### src/hw/bus_matrix_pkg.sv
// Shared constants and types for the bus matrix decode and arbitration logic
package bus_matrix_pkg;
    localparam int NUM_MST = 5;
    localparam int NUM_SLV = 5;
    localparam int ADDR_W  = 32;
    localparam int EXT_CS_W = 8;

    typedef logic [2:0] mst_idx_type;
    typedef logic [2:0] slv_idx_type;

    localparam mst_idx_type MST_INSTR        = 3'h0;
    localparam mst_idx_type MST_DATA         = 3'h1;
    localparam mst_idx_type MST_PERIPH_DMA   = 3'h2;
    localparam mst_idx_type MST_DISPLAY      = 3'h3;
    localparam mst_idx_type MST_USB_HOST     = 3'h4;

    localparam slv_idx_type SLV_SRAM   = 3'h0;
    localparam slv_idx_type SLV_ROM    = 3'h1;
    localparam slv_idx_type SLV_REGS   = 3'h2;
    localparam slv_idx_type SLV_EXT    = 3'h3;
    localparam slv_idx_type SLV_PERIPH = 3'h4;

    // Top four address bits pick one of 16 areas of 256 Mbytes
    localparam logic [3:0] REGION_INTERNAL  = 4'h0;
    localparam logic [3:0] REGION_EXT_FIRST = 4'h1;
    localparam logic [3:0] REGION_EXT_LAST  = 4'h8;
    localparam logic [3:0] REGION_PERIPH    = 4'hf;

    // Address bits 27:20 pick a 1 Mbyte window inside the internal area
    localparam logic [7:0] WIN_BOOT = 8'h00;
    localparam logic [7:0] WIN_SRAM = 8'h03;
    localparam logic [7:0] WIN_ROM  = 8'h04;
    localparam logic [7:0] WIN_USB  = 8'h05;
    localparam logic [7:0] WIN_LCD  = 8'h06;

    localparam logic [2:0] EXTERNAL_SELECT_ZERO = 3'h0;

    localparam logic [1:0] ARB_MODE_NONE  = 2'h0;
    localparam logic [1:0] ARB_MODE_LAST  = 2'h1;
    localparam logic [1:0] ARB_MODE_FIXED = 2'h2;

    localparam logic [1:0] ALIAS_RESET    = 2'h0;
    localparam logic       BOOT_SEL_RESET = 1'b0;
    localparam logic [7:0] SLOT_CNT_MAX   = 8'hff;
endpackage

### src/hw/route_if.sv
// Decoded route of one master's address, from its decoder to the matrix
interface route_if;
    logic                        hit;
    bus_matrix_pkg::slv_idx_type slave;
    logic [2:0]                  cs;

    modport decoder (output hit, output slave, output cs);
    modport matrix  (input hit, input slave, input cs);
endinterface

### src/hw/master_decoder.sv
// Per-master address decoder with boot window aliasing
module master_decoder #(
    parameter bit HAS_REMAP = 1'b0
) (
    input  wire logic [bus_matrix_pkg::ADDR_W-1:0] i_addr,
    input  wire logic                              i_remap,
    input  wire logic                              i_boot_sel,
    route_if.decoder                               rt
);
    import bus_matrix_pkg::*;

    logic [3:0] region;
    logic [7:0] window;

    assign region = i_addr[31:28];
    assign window = i_addr[27:20];

    always_comb begin
        rt.hit   = 1'b0;
        rt.slave = SLV_SRAM;
        rt.cs    = EXTERNAL_SELECT_ZERO;
        if (region == REGION_INTERNAL) begin
            rt.hit = 1'b1;
            case (window)
                WIN_BOOT: begin
                    if (HAS_REMAP && i_remap) begin
                        rt.slave = SLV_SRAM;
                    end else if (i_boot_sel) begin
                        rt.slave = SLV_ROM;
                    end else begin
                        rt.slave = SLV_EXT;
                    end
                end
                // Fixed windows ignore both remap and boot select
                WIN_SRAM: rt.slave = SLV_SRAM;
                WIN_ROM:  rt.slave = SLV_ROM;
                WIN_USB:  rt.slave = SLV_REGS;
                WIN_LCD:  rt.slave = SLV_REGS;
                default:  rt.hit   = 1'b0;
            endcase
        end else if (region >= REGION_EXT_FIRST && region <= REGION_EXT_LAST) begin
            rt.hit   = 1'b1;
            rt.slave = SLV_EXT;
            rt.cs    = 3'(region - REGION_EXT_FIRST);
        end else if (region == REGION_PERIPH) begin
            rt.hit   = 1'b1;
            rt.slave = SLV_PERIPH;
        end
    end
endmodule

### src/hw/slave_arbiter.sv
// Round-robin arbiter for one slave, with default master and burst breaking
module slave_arbiter #(
    parameter int NM = 5
) (
    input  wire logic                        i_mclk,
    input  wire logic                        i_rst_b,
    input  wire logic [NM-1:0]               i_req,
    input  wire logic [1:0]                  i_mode,
    input  wire bus_matrix_pkg::mst_idx_type i_fixed,
    input  wire logic [7:0]                  i_slot_limit,
    output logic                             o_own_valid,
    output bus_matrix_pkg::mst_idx_type      o_owner
);
    import bus_matrix_pkg::*;

    // Owner index is three bits wide, so eight masters at most
    if (NM < 2 || NM > 8) begin : g_bad_nm
        $error("slave_arbiter: NM must be 2..8");
    end

    logic        own_q;
    mst_idx_type owner_q;
    logic [7:0]  count_q;
    logic        cand_valid;
    mst_idx_type cand;
    logic        others;
    logic        hold;

    always_comb begin
        int idx;
        idx        = 0;
        cand_valid = 1'b0;
        cand       = owner_q;
        // Search starts after the present owner, which is tried last
        for (int k = 1; k <= NM; k++) begin
            idx = (int'(owner_q) + k) % NM;
            if (!cand_valid && i_req[idx]) begin
                cand_valid = 1'b1;
                cand       = mst_idx_type'(idx);
            end
        end
    end

    assign others = |(i_req & ~(NM'(1) << owner_q));
    // Zero limit means bursts are never broken
    assign hold = own_q && i_req[owner_q] &&
                  !(i_slot_limit != 8'h00 && count_q >= i_slot_limit && others);

    always_ff @(posedge i_mclk or negedge i_rst_b) begin
        if (!i_rst_b) begin
            own_q   <= 1'b0;
            owner_q <= MST_INSTR;
        end else if (hold) begin
            own_q <= 1'b1;
        end else if (cand_valid) begin
            own_q   <= 1'b1;
            owner_q <= cand;
        end else begin
            case (i_mode)
                ARB_MODE_LAST:  own_q <= own_q;
                ARB_MODE_FIXED: begin
                    own_q   <= 1'b1;
                    owner_q <= i_fixed;
                end
                default:        own_q <= 1'b0;
            endcase
        end
    end

    always_ff @(posedge i_mclk or negedge i_rst_b) begin
        if (!i_rst_b) begin
            count_q <= 8'h00;
        end else if (hold) begin
            count_q <= (count_q == SLOT_CNT_MAX) ? count_q : count_q + 8'h01;
        end else if (cand_valid) begin
            count_q <= 8'h01;
        end else begin
            // Parked owner resumes at one, like a fresh winner
            count_q <= 8'h01;
        end
    end

    assign o_own_valid = own_q;
    assign o_owner     = owner_q;

    a_slot_break: assert property (@(posedge i_mclk) disable iff (!i_rst_b)
        own_q && i_req[owner_q] && others && i_slot_limit != 8'h00 && count_q >= i_slot_limit
        |=> owner_q != $past(owner_q))
        else $error("burst not broken at slot limit");
endmodule

### src/hw/bus_matrix_decode_remap.sv
// Five by five bus matrix: per-master decoders, per-slave arbiters, boot remap
// Operation
// - Top four address bits split the 4 GB space into 16 areas.
// - Areas 1 to 8 go to the external bus, area n on select n-1.
// - Area 0 holds internal memories, decoded again into 1 Mbyte windows.
// - Area 15 goes to the internal peripherals bridge.
// - Accesses to unused areas get an error and reach no slave.
// - Five masters are joined to five slaves in a fixed numbering.
// - Every master has its own decoder, so its map may differ.
// - Every slave has its own arbiter with its own settings.
// - Round-robin per slave; idle default master none, last or fixed.
// - A granted burst is broken after a set number of slot cycles.
// - Remap clear and boot select high: ROM appears at address zero.
// - Remap clear and boot select low: external select zero at zero.
// - Instruction and data masters each have a remap bit, set by software, that puts SRAM at address zero.
// - The boot window spans 0x0 to 0x000f_ffff.
// - The ROM always answers at 0x0040_0000 as well.
// - The USB host registers decode at 0x0050_0000.
// - The display registers decode at 0x0060_0000.
// - Fixed windows stay reachable whatever remap and boot select say.
module bus_matrix_decode_remap (
    input  wire logic                                          i_mclk,
    input  wire logic                                          i_rst_b,
    input  wire logic                                          i_boot_select_pin,
    input  wire logic                                          i_alias_bit_master0,
    input  wire logic                                          i_alias_bit_master1,
    input  wire logic [bus_matrix_pkg::NUM_MST-1:0]            i_mst_req,
    input  wire logic [bus_matrix_pkg::NUM_MST-1:0][31:0]      i_mst_addr,
    input  wire logic [bus_matrix_pkg::NUM_SLV-1:0][1:0]       i_arb_mode,
    input  wire bus_matrix_pkg::mst_idx_type [bus_matrix_pkg::NUM_SLV-1:0] i_arb_fixed,
    input  wire logic [bus_matrix_pkg::NUM_SLV-1:0][7:0]       i_slot_limit,
    output logic [bus_matrix_pkg::NUM_MST-1:0]                 o_mst_grant,
    output logic [bus_matrix_pkg::NUM_MST-1:0]                 o_mst_error,
    output logic [bus_matrix_pkg::NUM_SLV-1:0]                 o_slv_valid,
    output bus_matrix_pkg::mst_idx_type [bus_matrix_pkg::NUM_SLV-1:0] o_slv_master,
    output logic [bus_matrix_pkg::NUM_SLV-1:0][31:0]           o_slv_addr,
    output logic [bus_matrix_pkg::EXT_CS_W-1:0]                o_ext_chip_select,
    output logic                                               o_boot_from_rom
);
    import bus_matrix_pkg::*;

    logic [1:0]                          alias_q;
    logic                                boot_sel_q;
    logic                                boot_taken_q;
    logic [NUM_MST-1:0]                  mst_hit;
    slv_idx_type [NUM_MST-1:0]           mst_slave;
    logic [NUM_MST-1:0][2:0]             mst_cs;
    logic [NUM_SLV-1:0][NUM_MST-1:0]     slv_req;
    logic [NUM_SLV-1:0]                  own_valid;
    mst_idx_type [NUM_SLV-1:0]           owner;
    logic [NUM_MST-1:0]                  grant_d;
    logic [NUM_MST-1:0]                  error_d;
    logic [NUM_SLV-1:0]                  slv_valid_d;
    logic [NUM_SLV-1:0][31:0]            slv_addr_d;
    logic [EXT_CS_W-1:0]                 ext_cs_d;

    // Boot select is caught once, at the first edge after reset release
    always_ff @(posedge i_mclk or negedge i_rst_b) begin
        if (!i_rst_b) begin
            boot_sel_q   <= BOOT_SEL_RESET;
            boot_taken_q <= 1'b0;
        end else if (!boot_taken_q) begin
            boot_sel_q   <= i_boot_select_pin;
            boot_taken_q <= 1'b1;
        end
    end

    always_ff @(posedge i_mclk or negedge i_rst_b) begin
        if (!i_rst_b) begin
            alias_q <= ALIAS_RESET;
        end else begin
            alias_q <= {i_alias_bit_master1, i_alias_bit_master0};
        end
    end

    route_if rt [NUM_MST] ();

    // Only the instruction and data masters honour a remap bit
    for (genvar m = 0; m < NUM_MST; m++) begin : g_dec
        master_decoder #(
            .HAS_REMAP (m < 2)
        ) u_dec (
            .i_addr     (i_mst_addr[m]),
            .i_remap    ((m < 2) ? alias_q[m % 2] : 1'b0),
            .i_boot_sel (boot_sel_q),
            .rt         (rt[m])
        );

        assign mst_hit[m]   = rt[m].hit;
        assign mst_slave[m] = rt[m].slave;
        assign mst_cs[m]    = rt[m].cs;

        // Requests are held off until boot select has been caught
        for (genvar s = 0; s < NUM_SLV; s++) begin : g_req
            assign slv_req[s][m] = i_mst_req[m] && boot_taken_q && rt[m].hit &&
                                   (rt[m].slave == slv_idx_type'(s));
        end
    end

    for (genvar s = 0; s < NUM_SLV; s++) begin : g_arb
        slave_arbiter #(
            .NM (NUM_MST)
        ) u_arb (
            .i_mclk       (i_mclk),
            .i_rst_b      (i_rst_b),
            .i_req        (slv_req[s]),
            .i_mode       (i_arb_mode[s]),
            .i_fixed      (i_arb_fixed[s]),
            .i_slot_limit (i_slot_limit[s]),
            .o_own_valid  (own_valid[s]),
            .o_owner      (owner[s])
        );
    end

    always_comb begin
        grant_d     = '0;
        slv_valid_d = '0;
        for (int s = 0; s < NUM_SLV; s++) begin
            slv_addr_d[s] = i_mst_addr[owner[s]];
            for (int m = 0; m < NUM_MST; m++) begin
                if (slv_req[s][m] && own_valid[s] && owner[s] == mst_idx_type'(m)) begin
                    grant_d[m]     = 1'b1;
                    slv_valid_d[s] = 1'b1;
                end
            end
        end
    end

    // Unused areas abort locally; no slave ever sees them
    always_comb begin
        error_d = '0;
        for (int m = 0; m < NUM_MST; m++) begin
            error_d[m] = i_mst_req[m] && boot_taken_q && !mst_hit[m];
        end
    end

    always_comb begin
        ext_cs_d = '0;
        if (slv_valid_d[SLV_EXT]) begin
            ext_cs_d = EXT_CS_W'(1) << mst_cs[owner[SLV_EXT]];
        end
    end

    always_ff @(posedge i_mclk or negedge i_rst_b) begin
        if (!i_rst_b) begin
            o_mst_grant <= '0;
            o_mst_error <= '0;
        end else begin
            o_mst_grant <= grant_d;
            o_mst_error <= error_d;
        end
    end

    always_ff @(posedge i_mclk or negedge i_rst_b) begin
        if (!i_rst_b) begin
            o_slv_valid       <= '0;
            o_slv_master      <= '0;
            o_slv_addr        <= '0;
            o_ext_chip_select <= '0;
        end else begin
            o_slv_valid       <= slv_valid_d;
            o_slv_master      <= owner;
            o_slv_addr        <= slv_addr_d;
            o_ext_chip_select <= ext_cs_d;
        end
    end

    always_ff @(posedge i_mclk or negedge i_rst_b) begin
        if (!i_rst_b) begin
            o_boot_from_rom <= 1'b0;
        end else begin
            o_boot_from_rom <= boot_sel_q;
        end
    end

    a_region_ext: assert property (@(posedge i_mclk) disable iff (!i_rst_b)
        (i_mst_addr[1][31:28] >= REGION_EXT_FIRST && i_mst_addr[1][31:28] <= REGION_EXT_LAST)
        |-> (mst_hit[1] && mst_slave[1] == SLV_EXT &&
             mst_cs[1] == 3'(i_mst_addr[1][31:28] - REGION_EXT_FIRST)))
        else $error("external area decoded to wrong select");

    a_region_periph: assert property (@(posedge i_mclk) disable iff (!i_rst_b)
        i_mst_addr[2][31:28] == REGION_PERIPH |-> mst_hit[2] && mst_slave[2] == SLV_PERIPH)
        else $error("peripheral area not routed to bridge");

    a_unused_abort: assert property (@(posedge i_mclk) disable iff (!i_rst_b)
        i_mst_req[0] && boot_taken_q && i_mst_addr[0][31:28] > REGION_EXT_LAST &&
        i_mst_addr[0][31:28] < REGION_PERIPH
        |=> o_mst_error[0] && !o_mst_grant[0])
        else $error("unused area did not abort");

    a_rom_fixed: assert property (@(posedge i_mclk) disable iff (!i_rst_b)
        i_mst_addr[0][31:20] == {REGION_INTERNAL, WIN_ROM} |-> mst_slave[0] == SLV_ROM)
        else $error("ROM base not decoded");

    a_regs_fixed: assert property (@(posedge i_mclk) disable iff (!i_rst_b)
        i_mst_addr[3][31:20] == {REGION_INTERNAL, WIN_USB} ||
        i_mst_addr[3][31:20] == {REGION_INTERNAL, WIN_LCD}
        |-> mst_hit[3] && mst_slave[3] == SLV_REGS)
        else $error("register port window not decoded");

    a_remap_sram: assert property (@(posedge i_mclk) disable iff (!i_rst_b)
        alias_q[1] && i_mst_addr[1][31:20] == 12'h000 |-> mst_slave[1] == SLV_SRAM)
        else $error("remapped boot window not on SRAM");

    a_boot_rom: assert property (@(posedge i_mclk) disable iff (!i_rst_b)
        !alias_q[0] && boot_sel_q && i_mst_addr[0][31:20] == 12'h000
        |-> mst_slave[0] == SLV_ROM)
        else $error("boot window not on ROM");

    a_boot_ext: assert property (@(posedge i_mclk) disable iff (!i_rst_b)
        !alias_q[1] && !boot_sel_q && i_mst_addr[1][31:20] == 12'h000
        |-> mst_slave[1] == SLV_EXT && mst_cs[1] == EXTERNAL_SELECT_ZERO)
        else $error("boot window not on external select zero");

    a_grant_cause: assert property (@(posedge i_mclk) disable iff (!i_rst_b)
        o_mst_grant[1] |-> $past(i_mst_req[1]) && $past(mst_hit[1]))
        else $error("grant without a decoded request");

    a_ext_onehot: assert property (@(posedge i_mclk) disable iff (!i_rst_b)
        o_slv_valid[SLV_EXT] ? $onehot(o_ext_chip_select) : (o_ext_chip_select == '0))
        else $error("external chip select not one-hot");

    a_remap_instr: assert property (@(posedge i_mclk) disable iff (!i_rst_b)
        alias_q[0] && i_mst_addr[0][31:20] == 12'h000 |-> mst_slave[0] == SLV_SRAM)
        else $error("instruction master remap not on SRAM");

    a_dma_boot: assert property (@(posedge i_mclk) disable iff (!i_rst_b)
        i_mst_addr[2][31:20] == 12'h000
        |-> mst_hit[2] && mst_slave[2] == (boot_sel_q ? SLV_ROM : SLV_EXT))
        else $error("DMA master boot window wrong");

    a_sram_fixed: assert property (@(posedge i_mclk) disable iff (!i_rst_b)
        i_mst_addr[4][31:20] == {REGION_INTERNAL, WIN_SRAM}
        |-> mst_hit[4] && mst_slave[4] == SLV_SRAM)
        else $error("fixed SRAM window not decoded");

    a_grant_pairs: assert property (@(posedge i_mclk) disable iff (!i_rst_b)
        $countones(o_mst_grant) == $countones(o_slv_valid))
        else $error("grants and slave valids do not pair");
endmodule

### config.mk
export PLATFORM = sky130hd
export DESIGN_NAME = bus_matrix_decode_remap
export DESIGN_NICKNAME = d
export VERILOG_FILES = /design/src/hw/bus_matrix_pkg.sv /design/src/hw/route_if.sv /design/src/hw/master_decoder.sv /design/src/hw/slave_arbiter.sv /design/src/hw/bus_matrix_decode_remap.sv
export SDC_FILE = /design/constraint.sdc
export NUM_CORES = 1
export LEC_CHECK = 0
export CAP_MARGIN = 0
export CORE_ASPECT_RATIO = 1.75
export CORE_MARGIN = 3
export CORE_UTILIZATION = 29
export DETAILED_ROUTE_END_ITERATION = 10
export DONT_BUFFER_PORTS = 1
export PLACE_DENSITY_LB_ADDON = 0.12
export SKIP_CTS_REPAIR_TIMING = 1
export SYNTH_ARGS = -nofsm -noshare
export SYNTH_HDL_FRONTEND = slang
export SYNTH_SLANG_ARGS = --single-unit
### constraint.sdc
create_clock -name i_mclk -period 5.93 [get_ports i_mclk]
set_clock_uncertainty 0.05 [all_clocks]
set_input_delay 0.593 -clock i_mclk [delete_from_list [all_inputs] [get_ports i_mclk]]
set_output_delay 0.593 -clock i_mclk [all_outputs]
set_load 0.01 [all_outputs]
==> impl_metrics.env, run 1 <==
export IMPL_synth_area_um2=24700
export IMPL_worst_setup_path_type="flip-flop to flip-flop"
export IMPL_die_area_um2=89000
export IMPL_violations="negative hold slack"
export IMPL_startpoint_type="flip-flop"
export IMPL_gr_usage_all_layers_pct=23.1
export IMPL_synth_top_family_by_area="compound AO/OA/AOI/OAI gates"
export IMPL_slew_headroom_pct=24.8
export IMPL_drt_wl_total_um=106000
export IMPL_viasPerCell=6.05
export IMPL_synth_compound_area_share_pct=21.1
export IMPL_p_clk_share_pct=10.5
export IMPL_synth_fa_ha_area_share_pct=9.91
export IMPL_grt_max_degree=264
export IMPL_drv_slew=0
export IMPL_yosys_area_share_simple_pct=17.1
export IMPL_grt_antenna_before_repair=11
export IMPL_maxCapViolations=0
export IMPL_period_share_pct=87.8
export IMPL_critPathBufInv=2
export IMPL_synth_cell_types=110
export IMPL_die_height_um=392
export IMPL_syn_num_nets=3023
export IMPL_setup_viol=0
export IMPL_row_count=141
export IMPL_final_min_clock_period_ps=5210
export IMPL_critPathSlowestCell="ha_1"
export IMPL_core_um2=84500
export IMPL_cts_tree="built"
export IMPL_arrival_ps=5650
export IMPL_numCtsBuffers=30
export IMPL_initialDrtViolationCount=1553
export IMPL_port_buffers=0
export IMPL_syn_instance_count=2595
export IMPL_dp_hpwl_um=81900
export IMPL_dr_wl_met2_um=55000
export IMPL_grt_pass1_vias=22400
export IMPL_pin_count=434
export IMPL_grt_pass1_wl_um=153000
export IMPL_ys_async_sr_fraction_pct=100
export IMPL_area_delta_synth_final_pct=8.73
export IMPL_p_leak_nw=11.2
export IMPL_ys_seq_area_share_pct=26.6
export IMPL_cts_buffer_depth=3
export IMPL_fin_setup_tns_ps=0
export IMPL_clock_fmax_mhz=192
export IMPL_synthMuxAreaShare_pct=18.2
export IMPL_power_mw=18.9
export IMPL_clkLatencyLatePin_ps=610
export IMPL_ys_flop_type="dfrtp_1"
export IMPL_drt_pass1_iter_count=5
export IMPL_cp_required_ps=6370
export IMPL_met1_length_um=35900
export IMPL_post_place_ws_ps=633
export IMPL_crit_path_max_incr_delay_ps=650
export IMPL_yosysWarnings=0
export IMPL_p_int_mw=9.14
export IMPL_clkTransAtPathRegs_ps=60
export IMPL_nFillCells=8628
export IMPL_switchingPower_mw=9.73
export IMPL_worst_slack_ps=721
export IMPL_rsz0062_at_grt="no"
export IMPL_ant_nets=0
export IMPL_via_count=21900
export IMPL_fin_util_pct=31.8
export IMPL_drc=0
export IMPL_cts_sinks=263
export IMPL_ys_ff_latch=263
export IMPL_grt_ovfl_total=0
export IMPL_ir_worst_vdd_uv=277
export IMPL_synth_edff_count=0
export IMPL_top_layer="met5"
export IMPL_power_density_nw_per_um2=702
export IMPL_endpoint_kind="flip-flop"
export IMPL_place_inst=3558
export IMPL_seqPwrFrac_pct=18.3
export IMPL_cts_htree_levels=1
export IMPL_cts_root_buf="clkbuf_16"
export IMPL_fin_nets=2948
export IMPL_start_util_pct=29.3
export IMPL_finalHoldViolCount=263
export IMPL_fp_dieW_um=227
export IMPL_postLayoutCellArea_um2=26900
export IMPL_avgSynthCellArea_um2=9.53
export IMPL_combPwrFrac_pct=71.2
export IMPL_outcome="finished, violations left"
export IMPL_worst_path_dominant_cell_family="simple AND/OR/NAND/NOR gates"
export IMPL_place_congestion=0.925
export IMPL_switching_share_pct=51.6
export IMPL_fin_cells=3616
export IMPL_wl_per_cell_um=29.4
export IMPL_postPlaceCellArea_um2=25800
export IMPL_synth_xor_area_share_pct=2.13
export IMPL_worstPathCellList="inv_1 > ha_1 > clkinv_1 > ha_1 > or3_1 > a21oi_1 > nor2_1 > or4_1 > o21ai_0 > nand2_1 > a32o_1 > nand3b_1 > a2111o_1 > a32o_1"
export IMPL_drive_above_1_share_pct=14.4
export IMPL_worstMarginPinSlew_ps=1100
export IMPL_hold_class="input port to async pin"
export IMPL_whs_ps=-375
export IMPL_routed_wl_met3_um=10500
export IMPL_crit_fanout=24
## final cells by class
class | count | area [µm²] | area share, %
Antenna cell | 1 | 2.50 | 0.00931
Clock buffer | 38 | 852 | 3.17
Clock inverter | 17 | 173 | 0.642
Inverter | 148 | 556 | 2.07
Multi-Input combinational cell | 2029 | 17000 | 63.2
Sequential cell | 263 | 6610 | 24.6
Tap cell | 1072 | 1340 | 4.99
Timing Repair Buffer | 48 | 365 | 1.36
## per-layer routing
layer  GRT usage [%]  up-vias
li1                -     9764
met1            23.6    10900
met4            10.0       10
met2            42.8      991
met5               0        -
met3            7.27      214
## power groups by stage
| stage | Combinational [mW] | Clock [mW] | Sequential [mW] |
|---|---|---|---|
| floorplan | 10.1 | 0 | 3.09 |
| global placement | 13.2 | 0 | 3.51 |
| detailed placement | 13.3 | 0 | 3.50 |
| CTS | 13.4 | 2.07 | 3.47 |
| global route | 14.7 | 2.14 | 3.55 |
| finish | 13.4 | 1.98 | 3.45 |
## worst paths after layout
kind                            slack (ps)                 startpoint  depth (start not counted)                         to
worst max-delay path                   720  g_arb[3].u_arb.o_owner[0]                         14  g_arb[3].u_arb.o_owner[1]
worst min-delay path                  -380                    i_rst_b                          0             o_slv_addr[18]
worst max register to register         720  g_arb[3].u_arb.o_owner[0]                         14  g_arb[3].u_arb.o_owner[1]
worst min register to register         510  g_arb[2].u_arb.count_q[7]                          1  g_arb[2].u_arb.count_q[7]
max in group asynchronous             5820                    i_rst_b                          0  g_arb[4].u_arb.o_owner[0]
min in group i_mclk                     60            i_mst_addr[152]                          1             o_slv_addr[88]
## cells by family (layout without fill, tap and decap cells)
family	count (synthesis)	after routing
and+or+nand+nor	812	812
AOI/OAI and AO/OA	726	726
buffers and inverters	303	251
DFF	263	263
muxes	237	237
adders and majority gates	195	195
xor gates and xnor gates	58	58
other	1	2
## placed cells by master, fill, tap and decap left out, drive strengths merged, types with 86 or more instances in the layout
cell type / Yosys / final
a21oi: 120 / 120
inv: 143 / 149
ha: 191 / 191
a22o: 165 / 165
mux4: 169 / 169
o21ai: 138 / 138
nor2: 178 / 178
nand2: 170 / 170
dfrtp: 263 / 263
nand3: 86 / 86
## registers in the layout, indices dropped and copies added, names as in the netlist
name and count:
o_mst_error 5, alias_q 2, g_arb.u_arb.count_q 40, o_slv_valid 5
g_arb.u_arb.o_owner 15, o_ext_chip_select 8, o_slv_addr 160, o_boot_from_rom 1
g_arb.u_arb.o_own_valid 5, boot_taken_q 1, o_mst_grant 5, boot_sel_q 1
o_slv_master 15
## synth_stat cells (21+ instances only)
cell type  number  area (µm²)
a21o_1         25         188
a21oi_1       117         586
a22o_1        165        1450
a31oi_1        32         200
and2_1         32         200
and3_1         28         175
buf_1          23        86.3
buf_2          25         125
clkbuf_1      100         375
dfrtp_1       263        6580
ha_1          191        2390
inv_1         132         495
mux2i_1        48         480
mux4_2        169        3810
nand2_1       169         634
nand2b_1       42         263
nand3_1        85         425
nand4_1        36         225
nor2_1        178         668
nor2b_1        51         319
nor3_1         48         240
nor4_1         21         131
o211ai_1       21         158
o21ai_0       113         566
o21ai_1        23         115
xnor2_1        41         359
No activity file was read; power rests on OpenSTA's default activity.
==> run 2: changes to the inputs <==
- ABC_CLOCK_PERIOD_IN_PS: unset -> 5930
- REMOVE_ABC_BUFFERS: unset -> 1
==> run 2 against run 1 <==
  * The run still ends with negative hold slack left
  * Total power rose by 1.2%
  * Worst hold slack improved by 6.8 ps
  * Die area did not move
  * First-iteration DRC count rose by 3.5%
  * Cell count barely moved
  * Fmax fell by 1.8%
  * Sequential power rose by 1%
  * Sequential cell count did not move
  * Register-to-register slack got worse by 90 ps
  * Largest cell class unchanged
  * Highest routed layer unchanged
==> impl_metrics.env, run 2 (synthesis gave the netlist of run 1 again) <==
export IMPL_start_util_pct=29.3
export IMPL_drt_wl_total_um=108000
export IMPL_reg2reg_depth=17
export IMPL_cts_htree_levels=1
export IMPL_fin_nets=2951
export IMPL_multi_input_area_um2=17000
export IMPL_nFillCells=8649
export IMPL_crit_fanout=12
export IMPL_diodes=0
export IMPL_critPathBufInv=1
export IMPL_drv_slew=0
export IMPL_power_density_nw_per_um2=709
export IMPL_port_buffers=0
export IMPL_outcome="finished, violations left"
export IMPL_critPathSlowestCell="a311oi_1"
export IMPL_slew_headroom_pct=26.4
export IMPL_worstMarginPinSlew_ps=1100
export IMPL_finalHoldViolCount=263
export IMPL_rsz0062_at_grt="no"
export IMPL_die_height_um=392
export IMPL_final_min_clock_period_ps=5300
export IMPL_largest_register_ffs=160
export IMPL_ir_worst_vdd_uv=258
export IMPL_whs_ps=-368
export IMPL_initialDrtViolationCount=1607
export IMPL_cts_buffer_depth=3
export IMPL_cp_required_ps=6400
export IMPL_die_area_um2=89000
export IMPL_reg2reg_from="g_arb[4].u_arb.o_owner[1]"
export IMPL_cts_sinks=263
export IMPL_hold_class="input port to async pin"
export IMPL_via_count=22100
export IMPL_crit_path_max_incr_delay_ps=640
export IMPL_maxCapViolations=0
export IMPL_grt_ovfl_total=0
export IMPL_row_count=141
export IMPL_endpoint_kind="flip-flop"
export IMPL_clkTransAtPathRegs_ps=70
export IMPL_area_delta_synth_final_pct=8.94
export IMPL_ant_nets=0
export IMPL_worst_setup_path_type="flip-flop to flip-flop"
export IMPL_core_um2=84500
export IMPL_numCtsBuffers=30
export IMPL_violations="negative hold slack"
export IMPL_drt_pass1_iter_count=5
export IMPL_r2r_slack_ps=630
export IMPL_cts_tree="built"
export IMPL_dp_hpwl_um=81900
export IMPL_final_cell_mix="dfrtp_1, ha_1, nor2_1"
export IMPL_worst_slack_ps=627
export IMPL_drc=0
export IMPL_fp_dieW_um=227
export IMPL_regMostFlops="o_slv_addr"
export IMPL_worst_path_dominant_cell_family="compound AO/OA/AOI/OAI gates"
export IMPL_place_congestion=0.937
export IMPL_final_common_cell="dfrtp_1"
export IMPL_reg_top3="o_slv_addr (160), g_arb.u_arb.count_q (40)"
export IMPL_clock_fmax_mhz=189
export IMPL_cts_root_buf="clkbuf_16"
export IMPL_grt_pass1_wl_um=154000
export IMPL_rr_endpoint="g_arb[4].u_arb.o_owner[1]"
export IMPL_gr_usage_all_layers_pct=23.4
export IMPL_clkLatencyLatePin_ps=650
export IMPL_p_leak_nw=11.3
export IMPL_worstPathCellList="inv_2 > ha_1 > ha_1 > a21oi_1 > o21ai_0 > o21ai_1 > ha_1 > or4_1 > o22ai_1 > a311oi_1 > o31ai_1 > o32ai_1 > nand4_1 > a211oi_1 > a21oi_1 > a21o_1 > o21a_1"
export IMPL_critical_path_most_common_cell="ha_1"
export IMPL_post_place_ws_ps=662
export IMPL_wl_per_cell_um=29.8
export IMPL_startpoint_type="flip-flop"
export IMPL_viasPerCell=6.11
export IMPL_period_share_pct=89.4
export IMPL_grt_antenna_before_repair=2
export IMPL_grt_max_degree=264
export IMPL_drive_above_1_share_pct=14.4
export IMPL_arrival_ps=5770
export IMPL_setup_viol=0
export IMPL_grt_pass1_vias=22400
export IMPL_seqCellArea_um2=6610
export IMPL_pin_count=434
## run 2: layout make-up
| type | count | area share [%] |
|---|---|---|
| clock buffers | 36 | 2.94 |
| inverters | 148 | 2.06 |
| repair buffers | 51 | 1.44 |
| multi-input cells | 2029 | 63.1 |
| well taps | 1072 | 4.98 |
| clock inverters | 20 | 0.994 |
| flip-flops and latches | 263 | 24.5 |
## run 2: routing by layer
| layer | share of wire [%] | vias to the layer above | global-route usage [%] |
|---|---|---|---|
| li1 | - | 9757 | - |
| met1 | 32 | 11100 | 23.3 |
| met2 | 52 | 1020 | 43.6 |
| met3 | 11 | 246 | 8.08 |
| met4 | 4.8 | 2 | 9.96 |
| met5 | 0.011 | - | 0 |
## run 2: how the worst max path moves through the flow
| stage | start | endpoint | slack, ps | depth (start not counted) |
|---|---|---|---|---|
| floorplan | g_arb[3].u_arb.o_owner[0] | g_arb[3].u_arb.o_owner[1] | -240 | 14 |
| global placement | g_arb[1].u_arb.o_owner[0] | g_arb[1].u_arb.o_owner[1] | 740 | 19 |
| detailed placement | g_arb[4].u_arb.o_owner[1] | g_arb[4].u_arb.o_owner[1] | 660 | 17 |
| CTS | g_arb[2].u_arb.o_owner[0] | g_arb[2].u_arb.o_owner[0] | 650 | 18 |
| global route | g_arb[4].u_arb.o_owner[1] | g_arb[4].u_arb.o_owner[1] | 140 | 17 |
| finish | g_arb[4].u_arb.o_owner[1] | g_arb[4].u_arb.o_owner[1] | 630 | 17 |
## run 2: stage by stage
| stage | TNS, ps | std cells | total power, mW | utilization (%) | instance area, µm² |
|---|---|---|---|---|---|
| floorplan | -737 | 2440 | 13.0 | - | 24100 |
| global placement | 0 | 3561 | 16.8 | 30.6 | 25900 |
| detailed placement | 0 | 3561 | 17.0 | 30.6 | 25900 |
| CTS | 0 | 3617 | 19.1 | 31.9 | 26900 |
| global route | 0 | 3619 | 20.6 | 31.9 | 26900 |
| finish | 0 | 3619 | 19.1 | 31.9 | 26900 |
## run 2: where the power goes
part | switching, mW | internal [mW] | leakage (nW)
clock | 0.894 | 1.18 | 0.517
sequential | 0.991 | 2.51 | 3.30
combinational | 7.96 | 5.55 | 7.46
total | 9.85 | 9.24 | 11.3
==> run 3: changes to the inputs <==
- ABC_CLOCK_PERIOD_IN_PS: 5930 -> 5200
- CELL_PAD_IN_SITES_DETAIL_PLACEMENT: unset -> 1
- CELL_PAD_IN_SITES_GLOBAL_PLACEMENT: unset -> 1
- SYNTH_HIERARCHICAL: unset -> 1
- clock period: 5.93 -> 5.2 ns (I/O delays scaled with it)
==> run 3 against run 2 <==
  * The run still ends with negative hold slack left
  * Count of clock-buffer cells in the layout is 6 higher
  * Die area is 7.5% higher
  * Critical path depth stayed put
  * Sequential share of layout area is 2.1 points lower
  * Critical path type unchanged
  * Largest power group unchanged
==> impl_metrics.env, run 3 <==
export IMPL_ant_nets=0
export IMPL_grt_pass1_wl_um=171000
export IMPL_clkLatencyLatePin_ps=590
export IMPL_dp_hpwl_um=86200
export IMPL_endpoint_kind="flip-flop"
export IMPL_fp_dieW_um=235
export IMPL_core_um2=90800
export IMPL_clkTransAtPathRegs_ps=60
export IMPL_fin_nets=3338
export IMPL_via_count=24100
export IMPL_clock_fmax_mhz=204
export IMPL_avgSynthCellArea_um2=9.12
export IMPL_drv_slew=0
export IMPL_fin_cells=4121
export IMPL_violations="negative hold slack"
export IMPL_row_count=146
export IMPL_drt_pass1_iter_count=6
export IMPL_ir_worst_vdd_uv=413
export IMPL_post_place_ws_ps=213
export IMPL_rsz0062_at_grt="no"
export IMPL_final_cell_mix="inv_1, nand2_1, dfrtp_1"
export IMPL_die_area_um2=95700
export IMPL_worst_slack_ps=297
export IMPL_cts_buffer_depth=3
export IMPL_switchingPower_mw=12.3
export IMPL_yosysWarnings=6
export IMPL_cts_htree_levels=2
export IMPL_drive_above_1_share_pct=17.1
export IMPL_cts_root_buf="clkbuf_16"
export IMPL_place_congestion=0.851
export IMPL_synth_area_um2=26600
export IMPL_drc=0
export IMPL_wl_per_cell_um=27.8
export IMPL_power_density_nw_per_um2=795
export IMPL_syn_instance_count=2921
export IMPL_area_delta_synth_final_pct=10.9
export IMPL_p_leak_nw=12.7
export IMPL_seqPwrFrac_pct=16.4
export IMPL_worstMarginPinSlew_ps=1180
export IMPL_drt_wl_total_um=115000
export IMPL_cp_required_ps=5630
export IMPL_reg2reg_from="g_arb[2].u_arb/o_owner[0]"
export IMPL_grt_ovfl_total=0
export IMPL_arrival_ps=5330
export IMPL_place_inst=4046
export IMPL_start_util_pct=29.3
export IMPL_worstSetupStartpoint="g_arb[2].u_arb/o_owner[0]"
export IMPL_largest_register_ffs=160
export IMPL_pin_count=434
export IMPL_numCtsBuffers=34
export IMPL_grt_antenna_before_repair=6
export IMPL_finalHoldViolCount=263
export IMPL_grt_max_degree=264
export IMPL_slew_headroom_pct=21.5
export IMPL_maxCapViolations=0
export IMPL_p_clk_share_pct=10.7
export IMPL_port_buffers=0
export IMPL_startpoint_type="flip-flop"
export IMPL_worst_setup_path_type="flip-flop to flip-flop"
export IMPL_die_height_um=407
export IMPL_cts_tree="built"
export IMPL_gr_usage_all_layers_pct=23.3
export IMPL_grt_pass1_vias=25700
export IMPL_period_share_pct=94.3
export IMPL_setup_viol=0
export IMPL_final_min_clock_period_ps=4900
export IMPL_reg_top3="o_slv_addr (160), g_arb.u_arb/count_q (40)"
export IMPL_hold_class="input port to async pin"
export IMPL_regMostFlops="o_slv_addr"
export IMPL_p_int_mw=11.2
export IMPL_cts_sinks=263
export IMPL_final_common_cell="inv_1"
export IMPL_outcome="finished, violations left"
export IMPL_combPwrFrac_pct=72.9
export IMPL_whs_ps=-398
export IMPL_viasPerCell=5.84
export IMPL_switching_share_pct=52.3
export IMPL_crit_fanout=12
export IMPL_initialDrtViolationCount=1422
[run 3: metal layers]
metal | global-route usage [%] | up-vias | share of wire (%)
li1 | - | 10800 | -
met1 | 25.4 | 12400 | 37
met2 | 44.8 | 707 | 53
met3 | 5.42 | 175 | 6.7
met4 | 6.05 | 4 | 2.6
met5 | 0 | - | 0.024
[run 3: power by group through the flow]
| stage | Clock [mW] | Combinational, mW | Sequential [mW] |
|---|---|---|---|
| floorplan | 0 | 11.8 | 4.27 |
| global placement | 0 | 16.5 | 3.91 |
| detailed placement | 0 | 17.1 | 3.92 |
| CTS | 2.61 | 17.1 | 3.88 |
| global route | 2.67 | 18.8 | 3.92 |
| finish | 2.52 | 17.1 | 3.86 |
[run 3: cell type report]
cell class	instances	area, µm²
antenna	6	15.0
clock buffer	42	931
clock inverter	17	215
fill	10400	61300
inverter	316	1190
multi-input combinational	2186	18300
sequential	263	6620
tap	1184	1480
timing repair buffer	107	832
[run 3: path summary, 6_finish.rpt]
| check | to | slack [ps] | cells past startpoint |
|---|---|---|---|
| max | g_arb[2].u_arb/o_owner[2] | 300 | 17 |
| max in group asynchronous | g_arb[0].u_arb/o_owner[0] | 4440 | 0 |
| min reg2reg | o_slv_master[13] | 490 | 0 |
| min in group i_mclk | o_slv_addr[103] | 10 | 2 |
| max reg2reg | g_arb[2].u_arb/o_owner[2] | 300 | 17 |
| min | g_arb[3].u_arb/count_q[1] | -400 | 0 |
[run 3: critical path: stages (launching register included)]
cell and delay (ps):
dfrtp_4 550, ha_1 270, ha_1 300, inv_1 60, ha_1 200, or3_4 370
a21oi_2 220, nor2_1 100, ha_1 240, nand2b_1 210, a311o_1 410, a2111oi_4 460
nor3_1 130, o2bb2ai_1 200, a21oi_2 250, mux2_1 360, a21o_1 190, a31o_1 210
[run 3: through the flow]
step                      TNS (ps)  utilization, %  cell area, µm²  power, mW
final                            0            32.5           29500       23.5
after floorplan             -31410               -           26000       16.1
after global routing             0            32.5           29500       25.4
after CTS                        0            32.4           29400       23.6
after global placement           0            31.1           28200       20.4
after detailed placement         0            31.1           28200       21.0
